==> src/hw/iqa_params.svh <==
`ifndef IQA_PARAMS_SVH
`define IQA_PARAMS_SVH

// ****************************************************************
// Register indexes (byte address is four times the index)
// ****************************************************************
`define IQA_IDX_MODE 4'h0
`define IQA_IDX_ICIC 4'h6
`define IQA_IDX_CIC 4'h7
`define IQA_IDX_FTW0 4'h8
`define IQA_IDX_STATUS 4'hc
`define IQA_IDX_ACTFTW 4'hd
`define IQA_IDX_PHASE 4'he

// ****************************************************************
// Field positions and reset values
// ****************************************************************
`define IQA_MODE_LSB 0
`define IQA_MODE_MSB 1
`define IQA_LOCKQ_BIT 2
`define IQA_ICIC_BYP_BIT 0
`define IQA_CIC_RATE_MSB 5
`define IQA_CIC_BYP_BIT 6
`define IQA_MODE_RST 2'h0
`define IQA_CIC_RATE_RST 6'h02
`define IQA_CIC_RATE_TWO 6'h02

// ****************************************************************
// Filter constants
// ****************************************************************
`define IQA_ICIC_CTR 32'sh12
`define IQA_ICIC_GAIN_R2 32'sh0f2
`define IQA_ICIC_GAIN_RN 32'sh0e9
`define IQA_ICIC_SHIFT 12
`define IQA_HB_CTR 32'sh9
`define IQA_HB_SHIFT 4
`define IQA_HB1_GAP 3'h4
`define IQA_HB2_GAP 3'h2

// ****************************************************************
// Timing
// ****************************************************************
`define IQA_CLK_NS 10
`define IQA_WCLK_HALF_NS 40
`define IQA_WCLK_HALF_CYC (`IQA_WCLK_HALF_NS / `IQA_CLK_NS)

`endif

==> src/hw/iqa_pkg.sv <==
package iqa_pkg;
  typedef enum logic [1:0] {
    IQA_MODE_QUAD,
    IQA_MODE_TONE,
    IQA_MODE_INTERP
  } iqa_mode_t;
  typedef enum logic {
    IQA_WANT_I,
    IQA_WANT_Q
  } iqa_slot_t;
  typedef logic signed [13:0] iqa_sample_t;
endpackage

==> src/hw/iqa_top.sv <==
`timescale 1ns/10ps
`default_nettype none
`include "iqa_params.svh"

// Operation
// Parallel words are 14-bit two's complement
// Shared pin: word clock out, strobe in tone
// Strobe rise loads selected tuning word
// Profile change makes its tuning word effective
// Quad mode: interleaved I/Q, clock twice rate
// I pairs with following Q into sample
// Interp mode: each edge latches I only
// Word clock free-running, optionally lock-qualified
// Data sampled at driven clock rising edge
// Gate low in quad: zeros flush paths
// After gate rise: I first, then alternate
// Source keeps gate high even intervals
// Control 06h bit 0 bypasses inverse CIC
// CIC rate 1x bypasses, idles inverse CIC
// Inverse CIC FIR flattens CIC droop
// Inverse CIC gain loss by CIC rate
// Two half-band stages give 4x interpolation
// Half-bands linear phase, negligible loss
// Composite half-band ripple and stopband limits
// Source oversamples baseband by two
// Quad pair rate is half word rate
// Mode selected by control register
// 6-bit CIC rate plus 1x bypass
// Inverse CIC sits before first half-band
// Each half-band doubles sample rate
module iqa_top (
  input wire logic pclk,
  input wire logic presetn,
  input wire logic psel,
  input wire logic penable,
  input wire logic pwrite,
  input wire logic [31:0] paddr,
  input wire logic [31:0] pwdata,
  output logic [31:0] prdata,
  output logic pready,
  output logic pslverr,
  input wire logic [13:0] data_in,
  input wire logic transmit_gate,
  output logic parallel_word_clock_o,
  output logic parallel_word_clock_oe,
  input wire logic tuning_update_strobe_i,
  input wire logic profile_select_0,
  input wire logic profile_select_1,
  input wire logic pll_lock,
  output iqa_pkg::iqa_sample_t out_i,
  output iqa_pkg::iqa_sample_t out_q,
  output logic out_valid
);
  import iqa_pkg::*;

  function automatic iqa_sample_t sat14(input logic signed [31:0] v);
    if (v > 32'sh1fff) begin
      sat14 = 14'sh1fff;
    end else if (v < -32'sh2000) begin
      sat14 = -14'sh2000;
    end else begin
      sat14 = v[13:0];
    end
  endfunction

  // Odd output of a 4-tap half-band: symmetric, hence linear phase
  function automatic iqa_sample_t hb_odd(input iqa_sample_t a, input iqa_sample_t b,
                                         input iqa_sample_t c, input iqa_sample_t d);
    logic signed [31:0] acc;
    acc = `IQA_HB_CTR * (32'(b) + 32'(c)) - 32'(a) - 32'(d);
    hb_odd = sat14(acc >>> `IQA_HB_SHIFT);
  endfunction

  // ****************************************************************
  // Pin synchronisers
  // ****************************************************************
  logic [13:0] data_s1_reg, data_s2_reg;
  logic [4:0] pin_s1_reg, pin_s2_reg;
  logic strobe_q_reg;
  logic [1:0] prof_q_reg;
  wire logic gate_s = pin_s2_reg[0];
  wire logic strobe_s = pin_s2_reg[1];
  wire logic [1:0] prof_s = pin_s2_reg[3:2];
  wire logic lock_s = pin_s2_reg[4];

  always_ff @(posedge pclk or negedge presetn) begin
    if (!presetn) begin
      data_s1_reg <= 14'h0000;
      data_s2_reg <= 14'h0000;
      pin_s1_reg <= 5'h00;
      pin_s2_reg <= 5'h00;
      strobe_q_reg <= 1'b0;
      prof_q_reg <= 2'h0;
    end else begin
      data_s1_reg <= data_in;
      data_s2_reg <= data_s1_reg;
      pin_s1_reg <= {pll_lock, profile_select_1, profile_select_0,
                     tuning_update_strobe_i, transmit_gate};
      pin_s2_reg <= pin_s1_reg;
      strobe_q_reg <= strobe_s;
      prof_q_reg <= prof_s;
    end
  end

  // ****************************************************************
  // Register file over APB
  // ****************************************************************
  logic [1:0] mode_bits_reg, mode_bits_next;
  logic lockq_reg, lockq_next;
  logic icic_byp_reg, icic_byp_next;
  logic [5:0] cic_rate_reg, cic_rate_next;
  logic cic_byp_reg, cic_byp_next;
  logic [31:0] ftw_reg [4];
  logic [31:0] ftw_next [4];
  logic [31:0] prdata_reg, prdata_next;
  logic err_reg, err_next;
  logic [31:0] act_ftw_reg, phase_reg;
  iqa_mode_t mode;
  wire logic [3:0] idx = paddr[5:2];
  wire logic hit = (paddr[31:6] == 26'h0) && (paddr[1:0] == 2'h0) &&
                   ((idx == `IQA_IDX_MODE) || (idx == `IQA_IDX_ICIC) ||
                    (idx == `IQA_IDX_CIC) || (idx >= `IQA_IDX_FTW0 && idx <= `IQA_IDX_PHASE));

  always_comb begin
    mode = iqa_mode_t'(mode_bits_reg);
    mode_bits_next = mode_bits_reg;
    lockq_next = lockq_reg;
    icic_byp_next = icic_byp_reg;
    cic_rate_next = cic_rate_reg;
    cic_byp_next = cic_byp_reg;
    ftw_next = ftw_reg;
    prdata_next = prdata_reg;
    err_next = err_reg;
    if (psel && !penable) begin
      err_next = !hit;
      prdata_next = 32'h0000_0000;
      if (!pwrite && hit) begin
        case (idx)
          `IQA_IDX_MODE: prdata_next = {29'h0, lockq_reg, mode_bits_reg};
          `IQA_IDX_ICIC: prdata_next = {31'h0, icic_byp_reg};
          `IQA_IDX_CIC: prdata_next = {25'h0, cic_byp_reg, cic_rate_reg};
          `IQA_IDX_STATUS: prdata_next = {28'h0, prof_s, gate_s, lock_s};
          `IQA_IDX_ACTFTW: prdata_next = act_ftw_reg;
          `IQA_IDX_PHASE: prdata_next = phase_reg;
          default: prdata_next = ftw_reg[idx[1:0]];
        endcase
      end
    end
    if (psel && penable && pwrite && hit) begin
      case (idx)
        `IQA_IDX_MODE: begin
          // Unused mode code falls back to quadrature
          mode_bits_next = (pwdata[`IQA_MODE_MSB:`IQA_MODE_LSB] == 2'h3) ?
                           `IQA_MODE_RST : pwdata[`IQA_MODE_MSB:`IQA_MODE_LSB];
          lockq_next = pwdata[`IQA_LOCKQ_BIT];
        end
        `IQA_IDX_ICIC: icic_byp_next = pwdata[`IQA_ICIC_BYP_BIT];
        `IQA_IDX_CIC: begin
          // Rates 0 and 1 are not valid programmable rates; clamp to 2
          cic_rate_next = (pwdata[`IQA_CIC_RATE_MSB:0] < `IQA_CIC_RATE_TWO) ?
                          `IQA_CIC_RATE_TWO : pwdata[`IQA_CIC_RATE_MSB:0];
          cic_byp_next = pwdata[`IQA_CIC_BYP_BIT];
        end
        `IQA_IDX_STATUS, `IQA_IDX_ACTFTW, `IQA_IDX_PHASE: ;
        default: ftw_next[idx[1:0]] = pwdata;
      endcase
    end
  end

  always_ff @(posedge pclk or negedge presetn) begin
    if (!presetn) begin
      mode_bits_reg <= `IQA_MODE_RST;
      lockq_reg <= 1'b0;
      icic_byp_reg <= 1'b0;
      cic_rate_reg <= `IQA_CIC_RATE_RST;
      cic_byp_reg <= 1'b0;
      for (int k = 0; k < 4; k++) begin
        ftw_reg[k] <= 32'h0000_0000;
      end
      prdata_reg <= 32'h0000_0000;
      err_reg <= 1'b0;
    end else begin
      mode_bits_reg <= mode_bits_next;
      lockq_reg <= lockq_next;
      icic_byp_reg <= icic_byp_next;
      cic_rate_reg <= cic_rate_next;
      cic_byp_reg <= cic_byp_next;
      ftw_reg <= ftw_next;
      prdata_reg <= prdata_next;
      err_reg <= err_next;
    end
  end

  assign pready = 1'b1;
  assign prdata = prdata_reg;
  assign pslverr = psel && penable && err_reg;

  // ****************************************************************
  // Tuning word transfer and phase accumulator
  // ****************************************************************
  logic [31:0] act_ftw_next, phase_next;

  always_comb begin
    act_ftw_next = act_ftw_reg;
    phase_next = phase_reg + act_ftw_reg;
    if (prof_s != prof_q_reg) begin
      act_ftw_next = ftw_reg[prof_s];
    end
    if (mode == IQA_MODE_TONE && strobe_s && !strobe_q_reg) begin
      act_ftw_next = ftw_reg[prof_s];
      phase_next = 32'h0000_0000;
    end
  end

  always_ff @(posedge pclk or negedge presetn) begin
    if (!presetn) begin
      act_ftw_reg <= 32'h0000_0000;
      phase_reg <= 32'h0000_0000;
    end else begin
      act_ftw_reg <= act_ftw_next;
      phase_reg <= phase_next;
    end
  end

  // ****************************************************************
  // Word clock generator
  // ****************************************************************
  logic [3:0] div_reg, div_next;
  logic wclk_reg, wclk_next;
  logic [1:0] rise_reg, rise_next;
  wire logic qual_ok = !lockq_reg || lock_s;
  wire logic wrap = (div_reg == 4'(`IQA_WCLK_HALF_CYC - 1));

  always_comb begin
    div_next = wrap ? 4'h0 : div_reg + 4'h1;
    wclk_next = (mode == IQA_MODE_TONE) ? 1'b0 : (wrap ? !wclk_reg : wclk_reg);
    // Pins are two flops late, so the capture event is delayed to match
    rise_next = {rise_reg[0], wrap && !wclk_reg && qual_ok && mode != IQA_MODE_TONE};
  end

  always_ff @(posedge pclk or negedge presetn) begin
    if (!presetn) begin
      div_reg <= 4'h0;
      wclk_reg <= 1'b0;
      rise_reg <= 2'h0;
    end else begin
      div_reg <= div_next;
      wclk_reg <= wclk_next;
      rise_reg <= rise_next;
    end
  end

  assign parallel_word_clock_o = wclk_reg && qual_ok;
  assign parallel_word_clock_oe = (mode != IQA_MODE_TONE);

  // ****************************************************************
  // Input assembler
  // ****************************************************************
  iqa_slot_t slot_reg, slot_next;
  logic flush_reg, flush_next;
  iqa_sample_t ihold_reg, ihold_next, asm_i_reg, asm_i_next, asm_q_reg, asm_q_next;
  logic asm_vld_reg, asm_vld_next;
  wire iqa_sample_t word = data_s2_reg;

  always_comb begin
    slot_next = slot_reg;
    flush_next = flush_reg;
    ihold_next = ihold_reg;
    asm_i_next = asm_i_reg;
    asm_q_next = asm_q_reg;
    asm_vld_next = 1'b0;
    if (rise_reg[1]) begin
      case (mode)
        IQA_MODE_QUAD: begin
          if (!gate_s) begin
            // Zero pairs keep flushing at the normal pair rate
            slot_next = IQA_WANT_I;
            flush_next = !flush_reg;
            asm_i_next = 14'sh0000;
            asm_q_next = 14'sh0000;
            asm_vld_next = flush_reg;
          end else if (slot_reg == IQA_WANT_I) begin
            ihold_next = word;
            slot_next = IQA_WANT_Q;
          end else begin
            asm_i_next = ihold_reg;
            asm_q_next = word;
            asm_vld_next = 1'b1;
            slot_next = IQA_WANT_I;
          end
        end
        IQA_MODE_INTERP: begin
          asm_i_next = word;
          asm_q_next = 14'sh0000;
          asm_vld_next = 1'b1;
        end
        default: ;
      endcase
    end
  end

  always_ff @(posedge pclk or negedge presetn) begin
    if (!presetn) begin
      slot_reg <= IQA_WANT_I;
      flush_reg <= 1'b0;
      ihold_reg <= 14'sh0000;
      asm_i_reg <= 14'sh0000;
      asm_q_reg <= 14'sh0000;
      asm_vld_reg <= 1'b0;
    end else begin
      slot_reg <= slot_next;
      flush_reg <= flush_next;
      ihold_reg <= ihold_next;
      asm_i_reg <= asm_i_next;
      asm_q_reg <= asm_q_next;
      asm_vld_reg <= asm_vld_next;
    end
  end

  // ****************************************************************
  // Inverse CIC precompensation
  // ****************************************************************
  iqa_sample_t xh_reg [2][3];
  iqa_sample_t xh_next [2][3];
  iqa_sample_t ic_reg [2];
  iqa_sample_t ic_next [2];
  logic ic_vld_reg;
  wire logic icic_off = icic_byp_reg || cic_byp_reg;
  wire logic signed [31:0] gain = (cic_rate_reg == `IQA_CIC_RATE_TWO) ?
                                  `IQA_ICIC_GAIN_R2 : `IQA_ICIC_GAIN_RN;

  always_comb begin
    logic signed [31:0] fir;
    fir = 32'sh0;
    xh_next = xh_reg;
    ic_next = ic_reg;
    for (int p = 0; p < 2; p++) begin
      if (icic_off) begin
        xh_next[p] = '{14'sh0, 14'sh0, 14'sh0};
        if (asm_vld_reg) begin
          ic_next[p] = (p == 0) ? asm_i_reg : asm_q_reg;
        end
      end else if (asm_vld_reg) begin
        xh_next[p][2] = xh_reg[p][1];
        xh_next[p][1] = xh_reg[p][0];
        xh_next[p][0] = (p == 0) ? asm_i_reg : asm_q_reg;
        // Centre tap lifts the band edge against the CIC droop
        fir = `IQA_ICIC_CTR * 32'(xh_next[p][1]) - 32'(xh_next[p][0]) - 32'(xh_next[p][2]);
        ic_next[p] = sat14((fir * gain) >>> `IQA_ICIC_SHIFT);
      end
    end
  end

  always_ff @(posedge pclk or negedge presetn) begin
    if (!presetn) begin
      xh_reg <= '{'{14'sh0, 14'sh0, 14'sh0}, '{14'sh0, 14'sh0, 14'sh0}};
      ic_reg <= '{14'sh0, 14'sh0};
      ic_vld_reg <= 1'b0;
    end else begin
      xh_reg <= xh_next;
      ic_reg <= ic_next;
      ic_vld_reg <= asm_vld_reg;
    end
  end

  // ****************************************************************
  // Fixed 4x interpolator: two half-band stages
  // ****************************************************************
  logic hb_vld [3];
  iqa_sample_t hb_i [3];
  iqa_sample_t hb_q [3];
  assign hb_vld[0] = ic_vld_reg;
  assign hb_i[0] = ic_reg[0];
  assign hb_q[0] = ic_reg[1];

  genvar s;
  for (s = 0; s < 2; s++) begin : g_hb
    // The second output waits GAP cycles, half an input period in interp mode, so the rate doubles evenly there
    localparam logic [2:0] GAP = (s == 0) ? `IQA_HB1_GAP : `IQA_HB2_GAP;
    iqa_sample_t h_reg [2][4];
    iqa_sample_t h_next [2][4];
    iqa_sample_t o_reg [2];
    iqa_sample_t o_next [2];
    logic ov_reg, ov_next, pend_reg, pend_next;
    logic [2:0] cnt_reg, cnt_next;

    always_comb begin
      h_next = h_reg;
      o_next = o_reg;
      ov_next = 1'b0;
      pend_next = pend_reg;
      cnt_next = cnt_reg;
      if (hb_vld[s]) begin
        for (int p = 0; p < 2; p++) begin
          h_next[p][3] = h_reg[p][2];
          h_next[p][2] = h_reg[p][1];
          h_next[p][1] = h_reg[p][0];
          h_next[p][0] = (p == 0) ? hb_i[s] : hb_q[s];
          o_next[p] = h_reg[p][1];
        end
        ov_next = 1'b1;
        pend_next = 1'b1;
        cnt_next = 3'h1;
      end else if (pend_reg) begin
        cnt_next = cnt_reg + 3'h1;
        // Count runs from the first output, so a match on GAP puts the second output GAP cycles after the first
        if (cnt_reg == GAP) begin
          for (int p = 0; p < 2; p++) begin
            o_next[p] = hb_odd(h_reg[p][0], h_reg[p][1], h_reg[p][2], h_reg[p][3]);
          end
          ov_next = 1'b1;
          pend_next = 1'b0;
        end
      end
    end

    always_ff @(posedge pclk or negedge presetn) begin
      if (!presetn) begin
        h_reg <= '{'{14'sh0, 14'sh0, 14'sh0, 14'sh0}, '{14'sh0, 14'sh0, 14'sh0, 14'sh0}};
        o_reg <= '{14'sh0, 14'sh0};
        ov_reg <= 1'b0;
        pend_reg <= 1'b0;
        cnt_reg <= 3'h0;
      end else begin
        h_reg <= h_next;
        o_reg <= o_next;
        ov_reg <= ov_next;
        pend_reg <= pend_next;
        cnt_reg <= cnt_next;
      end
    end

    assign hb_vld[s+1] = ov_reg;
    assign hb_i[s+1] = o_reg[0];
    assign hb_q[s+1] = o_reg[1];
  end

  assign out_i = hb_i[2];
  assign out_q = hb_q[2];
  assign out_valid = hb_vld[2];

endmodule // iqa_top

`default_nettype wire

==> config.mk <==
export PLATFORM = sky130hd
export DESIGN_NAME = iqa_top
export DESIGN_NICKNAME = d
export VERILOG_FILES = /design/src/hw/iqa_pkg.sv /design/src/hw/iqa_top.sv
export VERILOG_INCLUDE_DIRS = /design/src /design/src/hw
export SDC_FILE = /design/constraint.sdc
export NUM_CORES = 2
export LEC_CHECK = 0
export BUFFER_PORTS_ARGS = -buffer_cell sky130_fd_sc_hd__buf_2
export CORE_ASPECT_RATIO = 1.5
export CORE_MARGIN = 8
export CORE_UTILIZATION = 50
export DETAILED_ROUTE_END_ITERATION = 10
export PLACE_DENSITY_LB_ADDON = 0.2
export SYNTH_ARGS = -nofsm -noshare
export SYNTH_HDL_FRONTEND = slang
export SYNTH_SLANG_ARGS = --single-unit
==> constraint.sdc <==
create_clock -name pclk -period 13.7 [get_ports pclk]
set_input_delay 2.74 -clock pclk [delete_from_list [all_inputs] [get_ports pclk]]
set_output_delay 2.74 -clock pclk [all_outputs]
set_load 0.005 [all_outputs]
# Word level (Yosys, flattened, before mapping)
# Cells that the tools add are included.
# totals
output_inout_bits,65
elab_cells,254
in_bits,88
register_bits,704
# op_classes
n_mul,8
add_sub_neg,20
n_mux,76
n_bitwise,5
n_reduce_logical,51
n_eq_ne,15
order_cmp,18
# ops
operator,n
$mux 14,22
$mux 32,9
$pmux 32 s6,1
$mux 28,6
$mux 42,4
$sub 21x14->22,6
$bmux 32 s2,2
$bwmux 128,1
$sub 20x14->21,6
$mul 5x15->20 const A,4
$gt 18x14->1 const B,4
$lt 18x14->1 const B,4
$demux 32 s2,1
$mul 22x9->31,2
$add 14x14->15,4
$pmux 14 s2,2
$gt 19x14->1 const B,2
$lt 19x14->1 const B,2
$mul 5x14->19 const A,2
$add 32x32->32,1
$logic_not 26->1,1
$mux 1,19
$logic_and 1x1->1,16
$reduce_bool 2->1,8
other kinds (34),64

# Logic depth before layout (Yosys ltp)
# logic_depth
word_depth,10
mapped_depth,45
depth_no_buf,44

# Least setup slack after synthesis
# No wires, ideal clock.
# synth_timing
path_type,flip-flop to flip-flop
start,register xh_reg[29] in the netlist's numbering
end,"register ic_reg, in the netlist hb_q[38]"
setup_time_ps,155
period_less_slack_ps,9847
stages_incl_launch_ff,43
t_arrival_ps,9692
required_time_ps,13545
path_slack_ps,3853
path_buffers,1
path_cell_list,dfrtp_1 > ha_1 > ha_1 > fa_1 > a21o_1 > a21oi_1 > o21bai_1 > a21oi_1 > o21bai_1 > a21oi_1 > o21bai_1 > a21oi_1 > xnor2_1 > fa_1 > inv_1 > ha_1 > nand3_1 > and3b_1 > (+7 left out) > ha_1 > inv_1 > fa_1 > inv_1 > fa_1 > inv_1 > fa_1 > inv_1 > ha_1 > a21o_1 > a21o_1 > nor2_1 > o21ai_0 > or4b_1 > a2111o_1 > a21oi_2 > buf_2 > a221oi_1
# synth_via
elab_chain_cells,9
word_cells_on_any_way,10
classes_between,add/sub (2); mul (2); order compare (2); mux (4)
# synth_lines
element,line_no,text
"start, declared",iqa_top.sv:323,iqa_sample_t xh_reg [2][3];
"start signal, assigned",iqa_top.sv:356,"xh_reg <= '{'{14'sh0, 14'sh0, 14'sh0}, '{14'sh0, 14'sh0, 14'sh0}};"
"start signal, assigned",iqa_top.sv:360,xh_reg <= xh_next;
$mul 5x14->19 (no source line) (*),--,
$sub 20x14->21 (no source line) (*),--,
$sub 21x14->22 (no source line) (*),--,
$mul 22x9->31 (*),iqa_top.sv:349,ic_next[p] = sat14((fir * gain) >>> `IQA_ICIC_SHIFT);
$lt 19x14->1,iqa_top.sv:59,end else if (v < -32'sh2000) begin
$mux 14,iqa_top.sv:59,
$mux 14 (*),iqa_top.sv:57,if (v > 32'sh1fff) begin
$mux 14 (*),iqa_top.sv:343,end else if (asm_vld_reg) begin
$mux 14 (*),iqa_top.sv:338,if (icic_off) begin
"end signal, assigned",iqa_top.sv:357,"ic_reg <= '{14'sh0, 14'sh0};"
"end signal, assigned",iqa_top.sv:361,ic_reg <= ic_next;
"end, declared",iqa_top.sv:325,iqa_sample_t ic_reg [2];
# Mark *: on every way between the ends. The rest lies on a longest branch, timed or not. The select of a mux whose other input is x is not followed.
# A chain may end at the register's enable or synchronous reset.

# Final worst setup path
# layout_timing
start,register xh_reg[29] in the netlist's numbering
end,"register ic_reg, in the netlist hb_q[29]"
# The elaborated chain is that of the path after synthesis.

==> flow_metrics.tcl <==
set metrics [dict create \
    status "finished clean" \
    drcViolationCount 0 \
    gp_congestion 0.877 \
    synth_cells 5314 \
    cp_max_fo 15 \
    die_w_um 285 \
    syn_area_per_cell_um2 10.2 \
    finalInstanceArea_mm2 0.0592 \
    synth-async-reset-ratio 1.00 \
    slew_violations 0 \
    clock-sinks 704 \
    cts_resized 0 \
    grt_pass1_vias 40535 \
    drt-initial-drc-count 1810 \
    die_h_um 420 \
    final_cell_count_no_fill 6918 \
    hpwlAfterDp_mm 96.1 \
    relSlewSlack 0.256 \
    critPathKind "register to register" \
    postPlaceCellArea_mm2 0.0567 \
    netlist_area_mm2 0.0545 \
    finalCriticalPeriod_ps 10990 \
    wirelength_mm 125 \
    clkLatencyLatePin_ps 660 \
    max_freq_mhz 91.0 \
    synth.cells.most_frequent "inv_1 (785), dfrtp_1 (703), ha_1 (531), nand2_1 (398), fa_1 (372)" \
    clk_pin_slew_worst_paths_ps 70 \
    wl_per_cell_um 18.0 \
    max_cap_violations 0 \
    synth_cell_type_count 93 \
    postRouteAntennaNets 0 \
    grt_setup_unrepaired "no" \
    synth_area_leaders "dfrtp_1 (32%), fa_1 (14%), ha_1 (12%), mux2_2 (5.8%), inv_1 (5.4%)" \
    root_buffer "clkbuf_16" \
    via_count 38206 \
    tightest_slew_ps 1100 \
    synth_warnings 0 \
    area.growth.synth_to_final_pct 8.74 \
    setup_tns_ps 0 \
    cpMostUsedCell "a21oi_1" \
    drt_first_pass_iters 6 \
    grt_start_max_net_pins 171 \
    nets 6421 \
    crit_arrival_ps 11530 \
    cp-end-kind "register" \
    post-synth-top-area-fraction 0.323 \
    hp-class "register to register" \
    cts_setup_buffers 0 \
    h-tree-depth 3 \
    final_util 0.547 \
    post-route-period-util 0.802 \
    yosys_register_bits 704 \
    die-area_mm2 0.120 \
    pin_count 153 \
    drive_gt1_frac 0.132 \
    holdBufCountCts 0 \
    ys_seq_area_frac 0.324 \
    io_buffers 151 \
    synth_top_area_cell "dfrtp_1" \
    grt_pass1_wl_mm 206 \
    dp.cells 6777 \
    finalSetupViolations 0 \
    gr-usage-all-layers 0.209 \
    cts_tree "built" \
    start_kind "register" \
    antenna_found_initial 8 \
    fin_skew_ps 35.5 \
    r2r_cells 43 \
    crit_slowest_cell "xor2_1" \
    worstPathRequired_ps 14230 \
    grt-ovfl-total 0 \
    cts_inserted_buffers 76 \
    viasPerCell 5.52 \
    rows 148 \
    core-area_mm2 0.108 \
    synth_top_flop_cell "dfrtp_1" \
    initial_core_util 0.503 \
    finalHoldViolCount 0 \
    synth_enable_flop_cells 0 \
    yosysMostFrequentCell "inv_1" \
    slowest_delay_ps 760 \
    clock_path_buffers 3 \
    whs_path_depth 0 \
    largest_register_ffs 224 \
]
[layout by cell type (no fill, tap or decap), drive strengths merged, types with 21 or more instances in the layout]
cell	instances
conb	51
buf	188
a222oi	32
mux4	64
nand3	59
xnor2	164
nand2	399
clkbuf	104
o21ai	291
a21boi	21
mux2	280
o21a	27
a21o	93
or2	28
mux2i	68
a211oi	32
inv	788
and3	36
a21oi	210
o21bai	46
and2	35
nor2b	43
nor2	275
nand2b	51
dfrtp	703
o22ai	23
nor3	60
fa	372
nand4	22
xor2	62
ha	531
a211o	24
a221oi	28
[kinds of logic after synthesis]
| kind of cell | share of synthesized area |
|---|---|
| AND/OR/NAND/NOR | 0.0933 |
| AO/OA/AOI/OAI | 0.121 |
| buffers and inverters | 0.0702 |
| adder cells (fa/ha/maj) | 0.259 |
| flip-flops | 0.324 |
| multiplexers | 0.0969 |
| XOR/XNOR | 0.0363 |
| other | 0.000138 |
[per-layer routing]
metal  GRT usage  routed length, µm
met3      0.0257               3730
met2       0.408              68500
met5           0                 40
met1       0.224              47300
met4      0.0896               5130
[final timing paths]
check,startpoint,endpoint,slack [ps]
worst min-delay path,data_s1_reg[8],data_s2_reg[8],340
worst max-delay path,xh_reg[29],hb_q[29],2710
min in group asynchronous,presetn,out_i[11],2100
worst max register to register,xh_reg[29],hb_q[29],2710
max in group asynchronous,presetn,pin_s2_reg[2],9280
worst min register to register,data_s1_reg[8],data_s2_reg[8],340
[worst max-delay path, delay by kind of cell (launching register included)]
family,cells,cell delay (ps)
AOI/OAI and AO/OA,18,3760
xor gates and xnor gates,2,890
adders and majority gates,10,4090
buffers and inverters,5,320
DFF,1,420
and+or+nand+nor,8,1400
[per-stage QoR]
stage / hold slack [ps] / setup slack (ps)
6_report: 343 / 2710
3_3_place_gp: 332 / 2880
4_1_cts: 348 / 2660
5_1_grt: 355 / 1820
2_1_floorplan: 331 / 3850
3_5_place_dp: 336 / 2680
[cell type report]
| cell class | count | area (µm²) |
|---|---|---|
| fillers | 9720 | 49100 |
| repair buffers | 188 | 1080 |
| clock inverters | 32 | 349 |
| inverters | 785 | 2950 |
| clock buffers | 104 | 2170 |
| flip-flops and latches | 704 | 17600 |
| well taps | 1425 | 1780 |
| diodes | 5 | 12.5 |
| multi-input cells | 3675 | 33200 |
Power is not shown: default switching activity piles up to over one toggle a cycle in this logic, so the estimate is an artifact.
